<file path="src/logic/slb_pkg.sv">
package slb_pkg;

  // ----------------------------------------------------------------
  // Register offsets
  // ----------------------------------------------------------------
  localparam int ADDR_W = 10;
  localparam logic [ADDR_W-1:0] SYNC_CONTROL_ADR       = 10'h03A;
  localparam logic [ADDR_W-1:0] SYNC_LOCK_STATUS_ADR   = 10'h03B;
  localparam logic [ADDR_W-1:0] CDR_RESET_CONTROL_ADR  = 10'h206;
  localparam logic [ADDR_W-1:0] CDR_CLOCKING_CONFIG_ADR = 10'h230;
  localparam logic [ADDR_W-1:0] EQUALIZER_CONFIG_ADR   = 10'h268;
  localparam logic [ADDR_W-1:0] SERIAL_PLL_ENABLE_ADR  = 10'h280;
  localparam logic [ADDR_W-1:0] SERIAL_PLL_STATUS_ADR  = 10'h281;
  localparam logic [ADDR_W-1:0] SERIAL_PLL_DIVIDER_ADR = 10'h289;
  localparam logic [ADDR_W-1:0] PHY_AUTOTUNE_ADR       = 10'h2A7;
  localparam logic [ADDR_W-1:0] LINK_CONTROL_ADR       = 10'h300;
  localparam logic [ADDR_W-1:0] LINK_SUBCLASS_ADR      = 10'h301;
  localparam logic [ADDR_W-1:0] MULTIFRAME_DELAY_ADR   = 10'h304;
  localparam logic [ADDR_W-1:0] MULTIFRAME_WINDOW_ADR  = 10'h306;
  localparam logic [ADDR_W-1:0] LANE_CROSSBAR_LOW_ADR  = 10'h308;
  localparam logic [ADDR_W-1:0] LANE_CROSSBAR_HIGH_ADR = 10'h309;
  localparam logic [ADDR_W-1:0] SERIAL_PORT_CONFIG_ADR = 10'h314;
  localparam logic [ADDR_W-1:0] LANE_POLARITY_ADR      = 10'h334;

  // ----------------------------------------------------------------
  // Field positions
  // ----------------------------------------------------------------
  localparam int CDR_HALF_RATE_BIT  = 5;
  localparam int CDR_PLL_CFG_HI     = 4;
  localparam int CDR_PLL_CFG_LO     = 2;
  localparam int CDR_OVERSAMPLE_BIT = 1;
  localparam int CDR_SWING_BIT      = 0;
  localparam int PLL_DIV_CFG_BIT    = 2;
  localparam int PLL_DIV_HI         = 1;
  localparam int EQ_SEL_HI          = 7;
  localparam int EQ_SEL_LO          = 6;
  localparam int PLL_ENABLE_BIT     = 0;
  localparam int PLL_LOCK_BIT       = 0;
  localparam int CDR_RELEASE_BIT    = 0;
  localparam int SYNC_ENABLE_BIT    = 7;
  localparam int SYNC_ARM_BIT       = 6;
  localparam int SYNC_MODE_HI       = 2;
  localparam int SYNC_LOCK_BIT      = 3;
  localparam int LINK_CHECKSUM_BIT  = 6;
  localparam int LINK_ENABLE_BIT    = 0;
  localparam int SUBCLASS_HI        = 2;
  localparam int XBAR_FIELD_W       = 3;
  localparam int XBAR_FIELD_1_LO    = 3;

  // ----------------------------------------------------------------
  // Modes, reset values, sizes
  // ----------------------------------------------------------------
  localparam logic [2:0] SYNC_MODE_ONE_SHOT   = 3'h1;
  localparam logic [2:0] SYNC_MODE_CONTINUOUS = 3'h2;
  localparam logic [7:0] BYTE_ZERO            = 8'h00;
  localparam logic [7:0] CDR_CLOCKING_RST     = 8'h08;
  localparam logic [7:0] EQUALIZER_RST        = 8'h22;
  localparam logic [7:0] PLL_DIVIDER_RST      = 8'h04;
  localparam logic [7:0] XBAR_LOW_RST         = 8'h08;
  localparam logic [7:0] XBAR_HIGH_RST        = 8'h1A;
  localparam int NUM_LANES = 4;
  localparam int LANE_W    = 10;

  // ----------------------------------------------------------------
  // Serial port framing and timing
  // ----------------------------------------------------------------
  localparam int SPI_CNT_W       = 5;
  localparam logic [SPI_CNT_W-1:0] SPI_INSTR_LAST = 5'h0F;
  localparam logic [SPI_CNT_W-1:0] SPI_DATA_FIRST = 5'h10;
  localparam logic [SPI_CNT_W-1:0] SPI_FRAME_LAST = 5'h17;
  localparam logic [SPI_CNT_W-1:0] SPI_FRAME_END  = 5'h18;
  localparam int SPI_RW_BIT = 15;

  localparam int CLK_PERIOD_NS    = 50;
  localparam int PLL_LOCK_TIME_NS = 100000;
  localparam int PLL_LOCK_CYC     = (PLL_LOCK_TIME_NS + CLK_PERIOD_NS - 1) / CLK_PERIOD_NS;
  localparam int PLL_CNT_W        = 12;

  // ----------------------------------------------------------------
  // Carriers
  // ----------------------------------------------------------------
  typedef struct packed {
    logic                  wr;
    logic [ADDR_W-1:0]     addr;
    logic [7:0]            wdata;
  } slb_req_t;

  typedef struct packed {
    logic       half_rate;
    logic       cdr_oversample_select;
    logic       sync_swing_350mv;
    logic [1:0] serial_clock_divider_select;
    logic [1:0] equalizer_select;
    logic       cdr_in_reset;
    logic       serial_pll_locked;
  } slb_phy_cfg_t;

  typedef struct packed {
    logic                 link_enable;
    logic                 config_checksum_method;
    logic [2:0]           subclass;
    logic [7:0]           multiframe_delay_setting;
    logic [7:0]           multiframe_variance_window;
    logic [NUM_LANES-1:0] lane_polarity_invert;
    logic                 multiframe_locked;
  } slb_link_cfg_t;

endpackage

</file>
<file path="src/logic/slb_spi_slave.sv">
`timescale 1ns/10ps
module slb_spi_slave
  import slb_pkg::*;
(
  input  wire logic        core_clk,
  input  wire logic        sys_rst,
  input  wire logic        spi_sclk,
  input  wire logic        spi_csb_n,
  input  wire logic        spi_sdio_in,
  input  wire logic [7:0]  rdata,
  output logic             sdio_out,
  output logic             sdio_oe_n,
  output slb_req_t         req
);

  // ----------------------------------------------------------------
  // Pin synchronisers
  // ----------------------------------------------------------------
  logic [2:0] s1_q, s2_q;
  logic       sclk_prev_q;
  always_ff @(posedge core_clk) begin
    if (sys_rst) begin
      // Idle levels: deselected, clock low
      s1_q        <= 3'h4;
      s2_q        <= 3'h4;
      sclk_prev_q <= 1'b0;
    end else begin
      s1_q        <= {spi_csb_n, spi_sclk, spi_sdio_in};
      s2_q        <= s1_q;
      sclk_prev_q <= s2_q[1];
    end
  end

  logic csb_n, rise, fall;
  assign csb_n = s2_q[2];
  assign rise  = s2_q[1] & ~sclk_prev_q;
  assign fall  = ~s2_q[1] & sclk_prev_q;

  // ----------------------------------------------------------------
  // Frame: 16-bit instruction, then one data byte, MSB first
  // ----------------------------------------------------------------
  logic [SPI_CNT_W-1:0] cnt_q, cnt_d;
  logic [15:0]          sh_q, sh_d;
  logic                 rd_q, rd_d;
  logic [7:0]           out_q, out_d;
  logic                 sdo_q, sdo_d, oe_n_q, oe_n_d;
  slb_req_t             req_q, req_d;

  always_comb begin
    cnt_d  = cnt_q;
    sh_d   = sh_q;
    rd_d   = rd_q;
    out_d  = out_q;
    sdo_d  = sdo_q;
    oe_n_d = oe_n_q;
    req_d  = req_q;
    req_d.wr = 1'b0;
    if (csb_n) begin
      cnt_d  = '0;
      oe_n_d = 1'b1;
    end else if (rise && cnt_q < SPI_FRAME_END) begin
      sh_d  = {sh_q[14:0], s2_q[0]};
      cnt_d = cnt_q + 5'h01;
      if (cnt_q == SPI_INSTR_LAST) begin
        rd_d       = sh_d[SPI_RW_BIT];
        req_d.addr = sh_d[ADDR_W-1:0];
      end
      if (cnt_q == SPI_FRAME_LAST && !rd_q) begin
        req_d.wr    = 1'b1;
        req_d.wdata = sh_d[7:0];
      end
    end else if (fall && rd_q) begin
      if (cnt_q == SPI_DATA_FIRST) begin
        out_d  = {rdata[6:0], 1'b0};
        sdo_d  = rdata[7];
        oe_n_d = 1'b0;
      end else if (cnt_q == SPI_FRAME_END) begin
        oe_n_d = 1'b1;
      end else if (cnt_q > SPI_DATA_FIRST) begin
        sdo_d = out_q[7];
        out_d = {out_q[6:0], 1'b0};
      end
    end
  end

  always_ff @(posedge core_clk) begin
    if (sys_rst) begin
      cnt_q  <= '0;
      sh_q   <= '0;
      rd_q   <= 1'b0;
      out_q  <= '0;
      sdo_q  <= 1'b0;
      oe_n_q <= 1'b1;
      req_q  <= '0;
    end else begin
      cnt_q  <= cnt_d;
      sh_q   <= sh_d;
      rd_q   <= rd_d;
      out_q  <= out_d;
      sdo_q  <= sdo_d;
      oe_n_q <= oe_n_d;
      req_q  <= req_d;
    end
  end

  assign sdio_out  = sdo_q;
  assign sdio_oe_n = oe_n_q;
  assign req       = req_q;

endmodule

</file>
<file path="src/logic/slb_sysref_sync.sv">
`timescale 1ns/10ps
module slb_sysref_sync
  import slb_pkg::*;
(
  input  wire logic core_clk,
  input  wire logic sys_rst,
  input  wire logic sysref_in,
  input  wire logic sync_enable,
  input  wire logic sync_armed,
  output logic      mf_locked,
  output logic      edge_taken
);

  // ----------------------------------------------------------------
  // Reference edge capture
  // ----------------------------------------------------------------
  logic ref1_q, ref2_q, ref3_q;
  always_ff @(posedge core_clk) begin
    if (sys_rst) begin
      ref1_q <= 1'b0;
      ref2_q <= 1'b0;
      ref3_q <= 1'b0;
    end else begin
      ref1_q <= sysref_in;
      ref2_q <= ref1_q;
      ref3_q <= ref2_q;
    end
  end

  // ----------------------------------------------------------------
  // Lock flag; a disable beats a capture in the same cycle
  // ----------------------------------------------------------------
  logic lock_q, lock_d, take_q, take_d;
  always_comb begin
    take_d = sync_enable & sync_armed & ref2_q & ~ref3_q;
    lock_d = lock_q;
    if (!sync_enable) begin
      lock_d = 1'b0;
    end
    if (take_d) begin
      lock_d = 1'b1;
    end
  end

  always_ff @(posedge core_clk) begin
    if (sys_rst) begin
      lock_q <= 1'b0;
      take_q <= 1'b0;
    end else begin
      lock_q <= lock_d;
      take_q <= take_d;
    end
  end

  assign mf_locked  = lock_q;
  assign edge_taken = take_q;

endmodule

</file>
<file path="src/logic/slb_top.sv">
// Operation
// - CDR clocking holds half-rate and oversample bits
// - CDR bit 0 selects 350 mV sync swing
// - Divider bit 2 set; bits 1:0 serial clock divider
// - PLL enable leads to lock status bit 0
// - Equalizer select bits 7:6; low bits 0x22
// - Sync control 0x01 selects one-shot alignment
// - Sync control 0x81 enables the sync machine
// - Sync control 0xC1 arms for next edge
// - Sync status bit 3 shows multiframe lock
// - Crossbar maps physical lanes to logical lanes
// - Polarity bit x inverts logical lane x
// - Link control: bit 6 checksum, bit 0 enable
`timescale 1ns/10ps
module slb_top
  import slb_pkg::*;
(
  input  wire logic                                core_clk,
  input  wire logic                                sys_rst,
  input  wire logic                                spi_sclk,
  input  wire logic                                spi_csb_n,
  input  wire logic                                spi_sdio_in,
  output logic                                     spi_sdio_out,
  output logic                                     spi_sdio_oe_n,
  input  wire logic                                sysref_in,
  input  wire logic [NUM_LANES-1:0][LANE_W-1:0]    phy_lane_data,
  output logic      [NUM_LANES-1:0][LANE_W-1:0]    logical_lane_data,
  output slb_phy_cfg_t                             phy_cfg,
  output slb_link_cfg_t                            link_cfg,
  output logic                                     lmfc_align
);

  // ----------------------------------------------------------------
  // Serial control port and reference sync machine
  // ----------------------------------------------------------------
  slb_req_t   req;
  logic [7:0] rdata;
  logic       mf_locked;
  logic       edge_taken;
  logic [7:0] sync_ctrl_q, sync_ctrl_d;

  slb_spi_slave u_spi (
    .core_clk    (core_clk),
    .sys_rst     (sys_rst),
    .spi_sclk    (spi_sclk),
    .spi_csb_n   (spi_csb_n),
    .spi_sdio_in (spi_sdio_in),
    .rdata       (rdata),
    .sdio_out    (spi_sdio_out),
    .sdio_oe_n   (spi_sdio_oe_n),
    .req         (req)
  );

  slb_sysref_sync u_sync (
    .core_clk    (core_clk),
    .sys_rst     (sys_rst),
    .sysref_in   (sysref_in),
    .sync_enable (sync_ctrl_q[SYNC_ENABLE_BIT]),
    .sync_armed  (sync_ctrl_q[SYNC_ARM_BIT]),
    .mf_locked   (mf_locked),
    .edge_taken  (edge_taken)
  );

  // ----------------------------------------------------------------
  // Configuration registers
  // ----------------------------------------------------------------
  logic [7:0] autotune_q, autotune_d;
  logic [7:0] serport_q, serport_d;
  logic [7:0] cdr_clk_q, cdr_clk_d;
  logic [7:0] cdr_rst_q, cdr_rst_d;
  logic [7:0] eq_q, eq_d;
  logic [7:0] pll_en_q, pll_en_d;
  logic [7:0] pll_div_q, pll_div_d;
  logic [7:0] link_ctrl_q, link_ctrl_d;
  logic [7:0] subclass_q, subclass_d;
  logic [7:0] mf_delay_q, mf_delay_d;
  logic [7:0] mf_window_q, mf_window_d;
  logic [7:0] xbar_lo_q, xbar_lo_d;
  logic [7:0] xbar_hi_q, xbar_hi_d;
  logic [7:0] polarity_q, polarity_d;

  function automatic logic hit(input slb_req_t r, input logic [ADDR_W-1:0] a);
    hit = r.wr && (r.addr == a);
  endfunction

  always_comb begin
    autotune_d  = hit(req, PHY_AUTOTUNE_ADR)        ? req.wdata : autotune_q;
    serport_d   = hit(req, SERIAL_PORT_CONFIG_ADR)  ? req.wdata : serport_q;
    cdr_clk_d   = hit(req, CDR_CLOCKING_CONFIG_ADR) ? req.wdata : cdr_clk_q;
    cdr_rst_d   = hit(req, CDR_RESET_CONTROL_ADR)   ? req.wdata : cdr_rst_q;
    eq_d        = hit(req, EQUALIZER_CONFIG_ADR)    ? req.wdata : eq_q;
    pll_en_d    = hit(req, SERIAL_PLL_ENABLE_ADR)   ? req.wdata : pll_en_q;
    pll_div_d   = hit(req, SERIAL_PLL_DIVIDER_ADR)  ? req.wdata : pll_div_q;
    link_ctrl_d = hit(req, LINK_CONTROL_ADR)        ? req.wdata : link_ctrl_q;
    subclass_d  = hit(req, LINK_SUBCLASS_ADR)       ? req.wdata : subclass_q;
    mf_delay_d  = hit(req, MULTIFRAME_DELAY_ADR)    ? req.wdata : mf_delay_q;
    mf_window_d = hit(req, MULTIFRAME_WINDOW_ADR)   ? req.wdata : mf_window_q;
    xbar_lo_d   = hit(req, LANE_CROSSBAR_LOW_ADR)   ? req.wdata : xbar_lo_q;
    xbar_hi_d   = hit(req, LANE_CROSSBAR_HIGH_ADR)  ? req.wdata : xbar_hi_q;
    polarity_d  = hit(req, LANE_POLARITY_ADR)       ? req.wdata : polarity_q;
  end

  always_ff @(posedge core_clk) begin
    if (sys_rst) begin
      autotune_q  <= BYTE_ZERO;
      serport_q   <= BYTE_ZERO;
      cdr_clk_q   <= CDR_CLOCKING_RST;
      cdr_rst_q   <= BYTE_ZERO;
      eq_q        <= EQUALIZER_RST;
      pll_en_q    <= BYTE_ZERO;
      pll_div_q   <= PLL_DIVIDER_RST;
      link_ctrl_q <= BYTE_ZERO;
      subclass_q  <= BYTE_ZERO;
      mf_delay_q  <= BYTE_ZERO;
      mf_window_q <= BYTE_ZERO;
      xbar_lo_q   <= XBAR_LOW_RST;
      xbar_hi_q   <= XBAR_HIGH_RST;
      polarity_q  <= BYTE_ZERO;
    end else begin
      autotune_q  <= autotune_d;
      serport_q   <= serport_d;
      cdr_clk_q   <= cdr_clk_d;
      cdr_rst_q   <= cdr_rst_d;
      eq_q        <= eq_d;
      pll_en_q    <= pll_en_d;
      pll_div_q   <= pll_div_d;
      link_ctrl_q <= link_ctrl_d;
      subclass_q  <= subclass_d;
      mf_delay_q  <= mf_delay_d;
      mf_window_q <= mf_window_d;
      xbar_lo_q   <= xbar_lo_d;
      xbar_hi_q   <= xbar_hi_d;
      polarity_q  <= polarity_d;
    end
  end

  // ----------------------------------------------------------------
  // Sync control: software write wins over the hardware disarm
  // ----------------------------------------------------------------
  logic one_shot;
  assign one_shot = (sync_ctrl_q[SYNC_MODE_HI:0] == SYNC_MODE_ONE_SHOT);

  always_comb begin
    sync_ctrl_d = sync_ctrl_q;
    if (hit(req, SYNC_CONTROL_ADR)) begin
      sync_ctrl_d = req.wdata;
    end else if (edge_taken && one_shot) begin
      sync_ctrl_d[SYNC_ARM_BIT] = 1'b0;
    end
  end

  always_ff @(posedge core_clk) begin
    if (sys_rst) begin
      sync_ctrl_q <= BYTE_ZERO;
    end else begin
      sync_ctrl_q <= sync_ctrl_d;
    end
  end

  // ----------------------------------------------------------------
  // Serial PLL lock model
  // ----------------------------------------------------------------
  // Any change to clocking setup restarts the lock wait, as a real
  // loop would lose lock when its divider moves.
  logic [PLL_CNT_W-1:0] lock_cnt_q, lock_cnt_d;
  logic                 pll_lock_q, pll_lock_d;
  logic                 pll_run;

  assign pll_run = pll_en_q[PLL_ENABLE_BIT] & cdr_rst_q[CDR_RELEASE_BIT]
                   & pll_div_q[PLL_DIV_CFG_BIT];

  always_comb begin
    lock_cnt_d = lock_cnt_q;
    pll_lock_d = pll_lock_q;
    if (!pll_run || hit(req, SERIAL_PLL_DIVIDER_ADR) || hit(req, CDR_CLOCKING_CONFIG_ADR)) begin
      lock_cnt_d = '0;
      pll_lock_d = 1'b0;
    end else if (lock_cnt_q == PLL_CNT_W'(PLL_LOCK_CYC - 1)) begin
      pll_lock_d = 1'b1;
    end else begin
      lock_cnt_d = lock_cnt_q + 1'b1;
    end
  end

  always_ff @(posedge core_clk) begin
    if (sys_rst) begin
      lock_cnt_q <= '0;
      pll_lock_q <= 1'b0;
    end else begin
      lock_cnt_q <= lock_cnt_d;
      pll_lock_q <= pll_lock_d;
    end
  end

  // ----------------------------------------------------------------
  // CDR hold flag
  // ----------------------------------------------------------------
  // Own flop so the output needs no inverter behind the register;
  // it always mirrors the inverse of the release bit.
  logic cdr_hold_q, cdr_hold_d;

  always_comb begin
    cdr_hold_d = ~cdr_rst_d[CDR_RELEASE_BIT];
  end

  always_ff @(posedge core_clk) begin
    if (sys_rst) begin
      cdr_hold_q <= 1'b1;
    end else begin
      cdr_hold_q <= cdr_hold_d;
    end
  end

  // ----------------------------------------------------------------
  // Register read-back
  // ----------------------------------------------------------------
  always_comb begin
    case (req.addr)
      SYNC_CONTROL_ADR:        rdata = sync_ctrl_q;
      SYNC_LOCK_STATUS_ADR:    rdata = 8'(mf_locked) << SYNC_LOCK_BIT;
      CDR_RESET_CONTROL_ADR:   rdata = cdr_rst_q;
      CDR_CLOCKING_CONFIG_ADR: rdata = cdr_clk_q;
      EQUALIZER_CONFIG_ADR:    rdata = eq_q;
      SERIAL_PLL_ENABLE_ADR:   rdata = pll_en_q;
      SERIAL_PLL_STATUS_ADR:   rdata = 8'(pll_lock_q) << PLL_LOCK_BIT;
      SERIAL_PLL_DIVIDER_ADR:  rdata = pll_div_q;
      PHY_AUTOTUNE_ADR:        rdata = autotune_q;
      LINK_CONTROL_ADR:        rdata = link_ctrl_q;
      LINK_SUBCLASS_ADR:       rdata = subclass_q;
      MULTIFRAME_DELAY_ADR:    rdata = mf_delay_q;
      MULTIFRAME_WINDOW_ADR:   rdata = mf_window_q;
      LANE_CROSSBAR_LOW_ADR:   rdata = xbar_lo_q;
      LANE_CROSSBAR_HIGH_ADR:  rdata = xbar_hi_q;
      SERIAL_PORT_CONFIG_ADR:  rdata = serport_q;
      LANE_POLARITY_ADR:       rdata = polarity_q;
      default:                 rdata = BYTE_ZERO;
    endcase
  end

  // ----------------------------------------------------------------
  // Lane crossbar and polarity
  // ----------------------------------------------------------------
  // Only the low two bits of each 3-bit crossbar field index a lane.
  logic [NUM_LANES-1:0][LANE_W-1:0] lane_q, lane_d;
  logic [NUM_LANES-1:0][1:0]        sel;
  logic                             align_q, align_d;

  assign sel[0] = xbar_lo_q[1:0];
  assign sel[1] = xbar_lo_q[XBAR_FIELD_1_LO +: 2];
  assign sel[2] = xbar_hi_q[1:0];
  assign sel[3] = xbar_hi_q[XBAR_FIELD_1_LO +: 2];

  always_comb begin
    lane_d  = '0;
    align_d = edge_taken;
    if (link_ctrl_q[LINK_ENABLE_BIT]) begin
      for (int x = 0; x < NUM_LANES; x++) begin
        lane_d[x] = phy_lane_data[sel[x]]
                    ^ {LANE_W{polarity_q[x]}};
      end
    end
  end

  always_ff @(posedge core_clk) begin
    if (sys_rst) begin
      lane_q  <= '0;
      align_q <= 1'b0;
    end else begin
      lane_q  <= lane_d;
      align_q <= align_d;
    end
  end

  // ----------------------------------------------------------------
  // Outputs
  // ----------------------------------------------------------------
  assign logical_lane_data = lane_q;
  assign lmfc_align        = align_q;

  assign phy_cfg.half_rate                   = cdr_clk_q[CDR_HALF_RATE_BIT];
  assign phy_cfg.cdr_oversample_select       = cdr_clk_q[CDR_OVERSAMPLE_BIT];
  assign phy_cfg.sync_swing_350mv            = cdr_clk_q[CDR_SWING_BIT];
  assign phy_cfg.serial_clock_divider_select = pll_div_q[PLL_DIV_HI:0];
  assign phy_cfg.equalizer_select            = eq_q[EQ_SEL_HI:EQ_SEL_LO];
  assign phy_cfg.cdr_in_reset                = cdr_hold_q;
  assign phy_cfg.serial_pll_locked           = pll_lock_q;

  assign link_cfg.link_enable                = link_ctrl_q[LINK_ENABLE_BIT];
  assign link_cfg.config_checksum_method     = link_ctrl_q[LINK_CHECKSUM_BIT];
  assign link_cfg.subclass                   = subclass_q[SUBCLASS_HI:0];
  assign link_cfg.multiframe_delay_setting   = mf_delay_q;
  assign link_cfg.multiframe_variance_window = mf_window_q;
  assign link_cfg.lane_polarity_invert       = polarity_q[NUM_LANES-1:0];
  assign link_cfg.multiframe_locked          = mf_locked;

endmodule

</file>
<file path="config.mk">
export PLATFORM = sky130hd
export DESIGN_NAME = slb_top
export DESIGN_NICKNAME = d
export VERILOG_FILES = /design/src/logic/slb_pkg.sv /design/src/logic/slb_spi_slave.sv /design/src/logic/slb_sysref_sync.sv /design/src/logic/slb_top.sv
export SDC_FILE = /design/constraint.sdc
export NUM_CORES = 1
export LEC_CHECK = 0
export ABC_AREA = 0
export BUFFER_PORTS_ARGS = -buffer_cell sky130_fd_sc_hd__buf_2
export CAP_MARGIN = 20
export CORE_UTILIZATION = 60
export CTS_CLUSTER_DIAMETER = 30
export DETAILED_ROUTE_END_ITERATION = 10
export GPL_TIMING_DRIVEN = 0
export PLACE_DENSITY_LB_ADDON = 0.08
export SYNTH_ARGS = -nofsm -noshare
export SYNTH_HDL_FRONTEND = slang
export SYNTH_HIERARCHICAL = 1
export SYNTH_SLANG_ARGS = --single-unit
</file>
<file path="constraint.sdc">
create_clock -name core_clk -period 5.95 [get_ports core_clk]
set_input_delay 0.2975 -clock core_clk [delete_from_list [all_inputs] [get_ports core_clk]]
set_output_delay 0.2975 -clock core_clk [all_outputs]
set_load 0.02 [all_outputs]
</file>
==> results of run 1 <==
layer usage:
metal  vias up  GRT usage [%]
li1       4492              -
met1      4714          47.39
met2       538          54.83
met3       113          7.020
met4         0          18.42
met5         -              0
cells by family after synthesis:
group / Yosys count / synth area share, %
flip-flops: 236 / 41.76
XOR/XNOR: 49 / 3.793
AO/OA/AOI/OAI: 185 / 11.06
adder cells (fa/ha/maj): 4 / 0.4423
multiplexers: 143 / 17.13
AND/OR/NAND/NOR: 416 / 20.47
buffers and inverters: 121 / 5.352
worst max path at each step:
stage,from,end,cells past startpoint
4_1_cts,u_spi/req[11],u_spi/out_q[4],8
6_report,u_spi/req[11],u_spi/out_q[4],8
5_1_grt,u_spi/req[11],u_spi/out_q[4],8
3_5_place_dp,u_spi/req[11],u_spi/out_q[4],8
3_3_place_gp,u_spi/req[11],u_spi/out_q[4],8
2_1_floorplan,u_spi/req[10],u_spi/out_q[1],9
stage by stage:
step           setup slack [ns]  cells
2_1_floorplan             3.945   1154
3_3_place_gp              3.083   1506
3_5_place_dp              3.065   1506
4_1_cts                   3.042   1592
5_1_grt                   2.965   1592
6_report                  3.026   1592
flip-flops by register name (all words and copies together) (netlist names), 8 cells and up:
| signal | count |
|---|---|
| autotune_q | 8 |
| cdr_clk_q | 8 |
| cdr_rst_q | 8 |
| eq_q | 8 |
| link_ctrl_q | 8 |
| lock_cnt_q | 12 |
| logical_lane_data | 40 |
| mf_delay_q | 8 |
| mf_window_q | 8 |
| pll_div_q | 8 |
| pll_en_q | 8 |
| polarity_q | 8 |
| serport_q | 8 |
| subclass_q | 8 |
| sync_ctrl_q | 8 |
| u_spi/req | 19 |
| u_spi/sh_q | 15 |
| xbar_hi_q | 8 |
| xbar_lo_q | 8 |
placed cells by master (no fill, tap or decap), drive strengths merged, types with 7 or more instances in the layout:
cell	count
clkbuf	103
clkinvlp	7
clkinv	11
a21oi	72
a211oi	12
a31oi	9
nand4	9
xnor2	44
o31ai	18
inv	14
nor2	132
dfxtp	236
nand2b	37
nand2	97
nand3	37
nor2b	15
buf	183
and3	13
nor4	8
a22o	24
bufinv	9
a22oi	15
mux4	40
nand4b	21
mux2i	98
timing repair:
action,4_1_cts,5_1_grt
endpoints found under the hold margin,3,0
hold buffers,3,0
gates resized for setup,0,0
report_power, final:
part	internal (W)	switching (W)	total (W)
registers	0.00159	0.00000169	0.00159
logic	0.0000524	0.0000595	0.000112
clock network	0.00188	0.000871	0.00275
cell type report:
cell class / instances / area (µm²) / share of cell area (%)
Tap cell: 229 / 286.5 / 2.060
Buffer: 110 / 564.3 / 4.056
Timing Repair Buffer: 126 / 645.6 / 4.641
Clock inverter: 30 / 425.4 / 3.058
Sequential cell: 236 / 4725 / 33.96
Multi-Input combinational cell: 797 / 5984 / 43.02
Clock buffer: 53 / 1239 / 8.905
Inverter: 11 / 41.29 / 0.2968
==> run metrics, run 1 <==
outcome=finished, final reports clean; Final Skew=0.01982 ns; WP data required=6.34 ns; crit-path leading delay family=compound AO/OA/AOI/OAI gates; gr ovfl total=0; synthesis warning total=6; WL met1=14.37 mm; top cells by count, synth=236 x dfxtp_1, 131 x nor2_1, 98 x mux2i_1, 96 x nand2_1, 71 x a21oi_1; main area contributors after synthesis=dfxtp_1 42%, mux2i_1 8.7%, mux4_2 8.0%; DIE AREA=19410 µm²; Final min period=2.924 ns; row cnt=49; Final TNS setup=0 ns; Routed Antenna Nets=0; clk slew on worst S/H paths=0.05 ns; max_cap viols=0; syn avg cell area=9.805 µm²; CTS Buffer Depth=3; WL per Instance=21.62 µm; Initial Util=62.14%; crit path kind=reg -> reg; vias in the first global route=9289; clock root buffer=clkbuf_16; Placed Instance Area=12220 µm²; post-synthesis sequential element count=236; initial antenna violation count=0; Util after Layout=76.40%; RR Endpoint=u_spi/out_q[4]; Port Buffers=123; Hold Startpoint=spi_sclk; Cell Area, Synth=11310 µm²; Layout fillers=1258; nets@finish=1377; met2 WL post-DR=roughly 15 mm; Worst-Margin Slew=0.8970 ns; Buf/Inv on CP=1; DRC=0; Pre-Repair DR Iteration Count=6; DP Wirelength=23.87 mm; Final Power=0.004454 W; I/O Pins=124; Detailed Route Iter0 Violations=slightly above 800; Final Setup Violations=0; fin area=roughly 14000 µm²; Unique masters post-synth=79; ratio of final minimum period to clock period=between 40% and 50%; final hold slack=between 0.009 and 0.01 ns; first-pass GRT wire length=53.11 mm; core footprint=~18000 µm²; clk_lat worst skew=0.53 ns; top cell type's share of synthesized area=41.76%; post-DR vias/cell=6.192; top sig layer=met4; largest net degree at the start of global routing=12; met3 wire len=3.186 mm; total vias in the final route=9857; CP endpoint kind=flip-flop; sequential fraction of the synthesis area=41.76%; setup bufs post-CTS=0; hold path cells=2; crit path cell chain=buf_2, mux2_2, a22oi_1, a21oi_1, a2111oi_0, nand4_1, mux2i_1, a211oi_1; leak pwr=5.776 nW; Most used DFF post-synth=dfxtp_1; post-synthesis cell count=1154; # diodes=0; RSZ-0062 raised after global routing=no; final hold viol count=0; critical path fanouts, max=10; RePlAce Congestion=1.029; worst reg2reg startpoint=u_spi/req[11]; Hold Path Class=in -> reg; asr flop ratio synth=0%; Post-Route WL=34.42 mm; Chip Height=139.3 µm; Slew Limit Fails=0; crit path launch type=flip-flop; Post-synth EDFFs=0; most frequent cell after synthesis=dfxtp_1; CP Data Arrival Time=3.32 ns; Synth area leader=dfxtp_1; CTS tree=done; share of post-route cells with drive strength above 1=between 20% and 30%; Worst Hold Path EP=u_spi/s1_q[1]; htree depth=2; Relative slew margins=roughly 39%; depth of the most critical reg-to-reg path=8; P&R area growth vs syn=22.95%; Die W=139.3 µm; Worst R2R Setup Slack=slightly above 3 ns; clk sink count=236; Fmax=between 300 and 400 MHz; CTS Buf Count=45; max incr delay on CP=0.77 ns; Slowest-stage cell, CP=a2111oi_0; Tot GR Track Use=a little over a third; pwr dens=320.2 nW/µm²; Syn Nets=1204; VDD IR-drop max=0.0002560 V
No activity file was read; power rests on OpenSTA's default activity.
==> run 2, diff against run 1 <==
--- a/config.mk
+++ b/config.mk
@@ -5,10 +5,10 @@
 export SDC_FILE = /design/constraint.sdc
 export NUM_CORES = 1
 export LEC_CHECK = 0
-export ABC_AREA = 0
+export ABC_AREA = 1
 export BUFFER_PORTS_ARGS = -buffer_cell sky130_fd_sc_hd__buf_2
 export CAP_MARGIN = 20
-export CORE_UTILIZATION = 60
+export CORE_UTILIZATION = 53
 export CTS_CLUSTER_DIAMETER = 30
 export DETAILED_ROUTE_END_ITERATION = 10
 export GPL_TIMING_DRIVEN = 0
==> constraint.sdc (replaced) <==
create_clock -name core_clk -period 2.6 [get_ports core_clk]
set_input_delay 0.13 -clock core_clk [delete_from_list [all_inputs] [get_ports core_clk]]
set_output_delay 0.13 -clock core_clk [all_outputs]
set_load 0.02 [all_outputs]
==> run metrics, run 2 <==
outcome=finished, final reports clean; Final Skew=0.03682 ns (+0.01700 ns); first-pass GRT wire length=58.28 mm (+9.7%); WP data required=3.06 ns (-3.28 ns); Fmax=423.5 MHz (+24%); Worst R2R Setup Slack=0.24 ns (-2.79 ns); top cells by count, synth=272 x nand2_1, 236 x dfxtp_1, 235 x nor2_1, 219 x o21ai_0, 167 x inv_1; Tot GR Track Use=33.86% (-1.7 points); Switching Fraction=21.19% (+0.27 points); vias in the first global route=10770 (+16%); P&R area growth vs syn=23.66%; post-synthesis mux area share=0% (-17 points); crit path launch type=flip-flop; top cell type's share of synthesized area=40.83% (-0.92 points); sequential fraction of the synthesis area=40.83% (-0.92 points); VDD IR-drop max=0.0006259 V (+140%); Slew Limit Fails=0 (unchanged); I/O Pins=124 (unchanged); DRC=0 (unchanged); row cnt=53 (+8.2%); leak pwr=6.188 nW (+7.1%); pwr dens=720.5 nW/µm² (+130%); final hold viol count=0 (unchanged); clock root buffer=clkbuf_16; Synth Area in Compound Gates=19.03% (+8.0 points); DP Wirelength=27.57 mm (+16%); Relative slew margins=41.39% (+2.7 points); htree depth=2 (unchanged); Final Setup Violations=0 (unchanged); CTS Buffer Depth=3 (unchanged); share of post-route cells with drive strength above 1=16.90% (-8.0 points); WL per Instance=17.70 µm (-18%); CP endpoint kind=flip-flop; ratio of final minimum period to clock period=90.83% (+42 points); Hold Path Class=in -> reg; total vias in the final route=11920 (+21%); core footprint=21220 µm² (+17%); commonest cells after routing, fill and taps aside=272 x nand2_1, 236 x dfxtp_1, 235 x nor2_1; CTS Buf Count=49 (+8.9%); Util after Layout=67.42% (-9.0 points); Placed Instance Area=12530 µm² (+2.6%); combinational share of power=2.6% (about the same); clk slew on worst S/H paths=0.05 ns (about the same); Most used DFF post-synth=dfxtp_1; Cell Area, Synth=11570 µm² (+2.3%); Syn Nets=1725 (+43%); gr ovfl total=0 (unchanged); post-DR vias/cell=5.495 (-11%); XOR/XNOR Fraction of Synth Area=0.6056% (-3.2 points); Layout fillers=1916 (+52%); Int Pwr=0.008124 W (+130%); Pre-Repair DR Iteration Count=6 (unchanged); largest family of logic cells by synthesized area=simple AND/OR/NAND/NOR gates; CTS tree=done; Detailed Route Iter0 Violations=933 (+13%); RePlAce Congestion=1.003 (-2.5%); Largest register FFs=40 (unchanged); most frequent cell after synthesis=nand2_1; Post-synth EDFFs=0 (unchanged); crit path kind=reg -> reg; post-synthesis sequential element count=236 (unchanged); post-synthesis cell count=1675 (+45%); Die W=149.8 µm (+7.5%); switching pwr=0.002185 W (+130%); DIE AREA=22430 µm² (+16%); Worst-Margin Slew=0.8792 ns (-0.01778 ns); # diodes=0 (unchanged); Unique masters post-synth=35 (-56%); synthesis warning total=6 (unchanged); CP Data Arrival Time=2.82 ns (-0.50 ns); Synth area leader=dfxtp_1; largest net degree at the start of global routing=14 (+2); clk sink count=236 (unchanged); commonest non-fill, non-tap cell in the layout=nand2_1; Reg power frac=35.3% (-0.4 points); main area contributors after synthesis=dfxtp_1 41%, o21ai_0 9.5%, nand2_1 8.8%; asr flop ratio synth=0% (unchanged); final hold slack=0.09257 ns (+0.08349 ns); Routed Antenna Nets=0 (unchanged); Synth Area in Simple Gates=28.30% (+7.8 points); Port Buffers=123 (unchanged); RSZ-0062 raised after global routing=no; Final TNS setup=0 ns (unchanged); nets@finish=1905 (+38%); Post-Route WL=38.40 mm (+12%); critical path fanouts, max=10 (unchanged); post-synthesis adder-cell area fraction=0.4326% (-0.0098 points); FF+latch area=4725 µm² (unchanged); Final min period=2.361 ns (-0.5621 ns); clk_lat worst skew=0.55 ns (+0.02 ns); syn avg cell area=6.907 µm² (-30%); Initial Util=54.52% (-7.6 points); initial antenna violation count=0 (unchanged); Chip Height=149.8 µm (+7.5%); fin area=14310 µm² (+2.9%); max_cap viols=0 (unchanged); clock network power share=62.1% (+0.3 points); footprint of the multi-input gates=5602 µm² (-6.4%)
## run 2: cell types whose count changed after synthesis, sizes merged, moves of 18 or more
cell,before,now
o31ai,18,0
nand4b,21,0
nand2,97,290
o21ai,6,233
xnor2,44,5
nand2b,37,0
nor2,132,267
inv,11,174
nand3,37,136
a22o,24,0
mux4,40,0
o22ai,2,40
a21oi,72,151
mux2i,98,0
## run 2: path summary, 6_finish.rpt
kind / startpoint / endpoint / cells past startpoint
worst max-delay path: u_spi/req[12] / u_spi/sdio_out / 16
worst min-delay path: phy_lane_data[4] / logical_lane_data[4] / 4
worst max register to register: u_spi/req[12] / u_spi/sdio_out / 16
worst min register to register: u_sync/ref1_q / u_sync/ref2_q / 2
## run 2: what timing repair did
item / 4_1_cts / 5_1_grt
hold buffers: 6 / 0
setup buffers: 0 / 0
hold endpoints to repair: 8 / 0
endpoints found under the setup margin: 0 / 3
gates resized for setup: 0 / 1
## run 2: final cells by class
type	instances	area share, %
clock buffers	68	9.698
well taps	275	2.405
multi-input cells	1155	39.15
plain buffers	104	3.953
repair buffers	129	4.722
clock inverters	22	2.274
flip-flops and latches	236	33.02
inverters	180	4.775
## run 2: logic make-up (layout without fill, tap and decap cells)
group,count (synthesis),after routing
and+or+nand+nor,715,715
AOI/OAI and AO/OA,428,428
buffers and inverters,284,503
DFF,236,236
xor gates and xnor gates,8,8
adders and majority gates,4,4
## run 2: metal layers
layer	GRT usage, %	wire length, µm	up-vias
met2	54.19	17370	571
met4	17.93	1923	0
met5	0	0	-
met1	43.47	15820	5414
met3	5.884	3275	120
li1	-	-	5813
## run 2: metrics by stage
stage	power, W	cells	setup slack [ns]
after global placement	0.003954	2073	0.2853
after detailed placement	0.003956	2073	0.2542
after floorplan	0.003828	1675	0.8423
after global routing	0.01056	2169	0.04322
final	0.01031	2169	0.2385
after CTS	0.01034	2169	0.2224
## run 2: worst max-delay path: stages, from the launching register on
cell and delay [ns]:
dfxtp_1 0.41, nor2_4 0.23, nand2_1 0.15, nor2_2 0.35
buf_4 0.28, nand3_1 0.11, nand2_1 0.09, inv_1 0.04
nand2_1 0.05, nor2_1 0.04, nand2_1 0.10, nand3_1 0.11
nand2_1 0.10, inv_1 0.04, nand2_1 0.05, nand2_1 0.04
nor2_1 0.09
## run 2: power by group through the flow
| stage | Combinational (W) | Clock, W | Sequential, W |
|---|---|---|---|
| 6_report | 0.000265 | 0.00640 | 0.00364 |
| 4_1_cts | 0.000254 | 0.00644 | 0.00364 |
| 5_1_grt | 0.000281 | 0.00664 | 0.00364 |
| 2_1_floorplan | 0.000120 | 0 | 0.00371 |
| 3_5_place_dp | 0.000245 | 0 | 0.00371 |
| 3_3_place_gp | 0.000244 | 0 | 0.00371 |
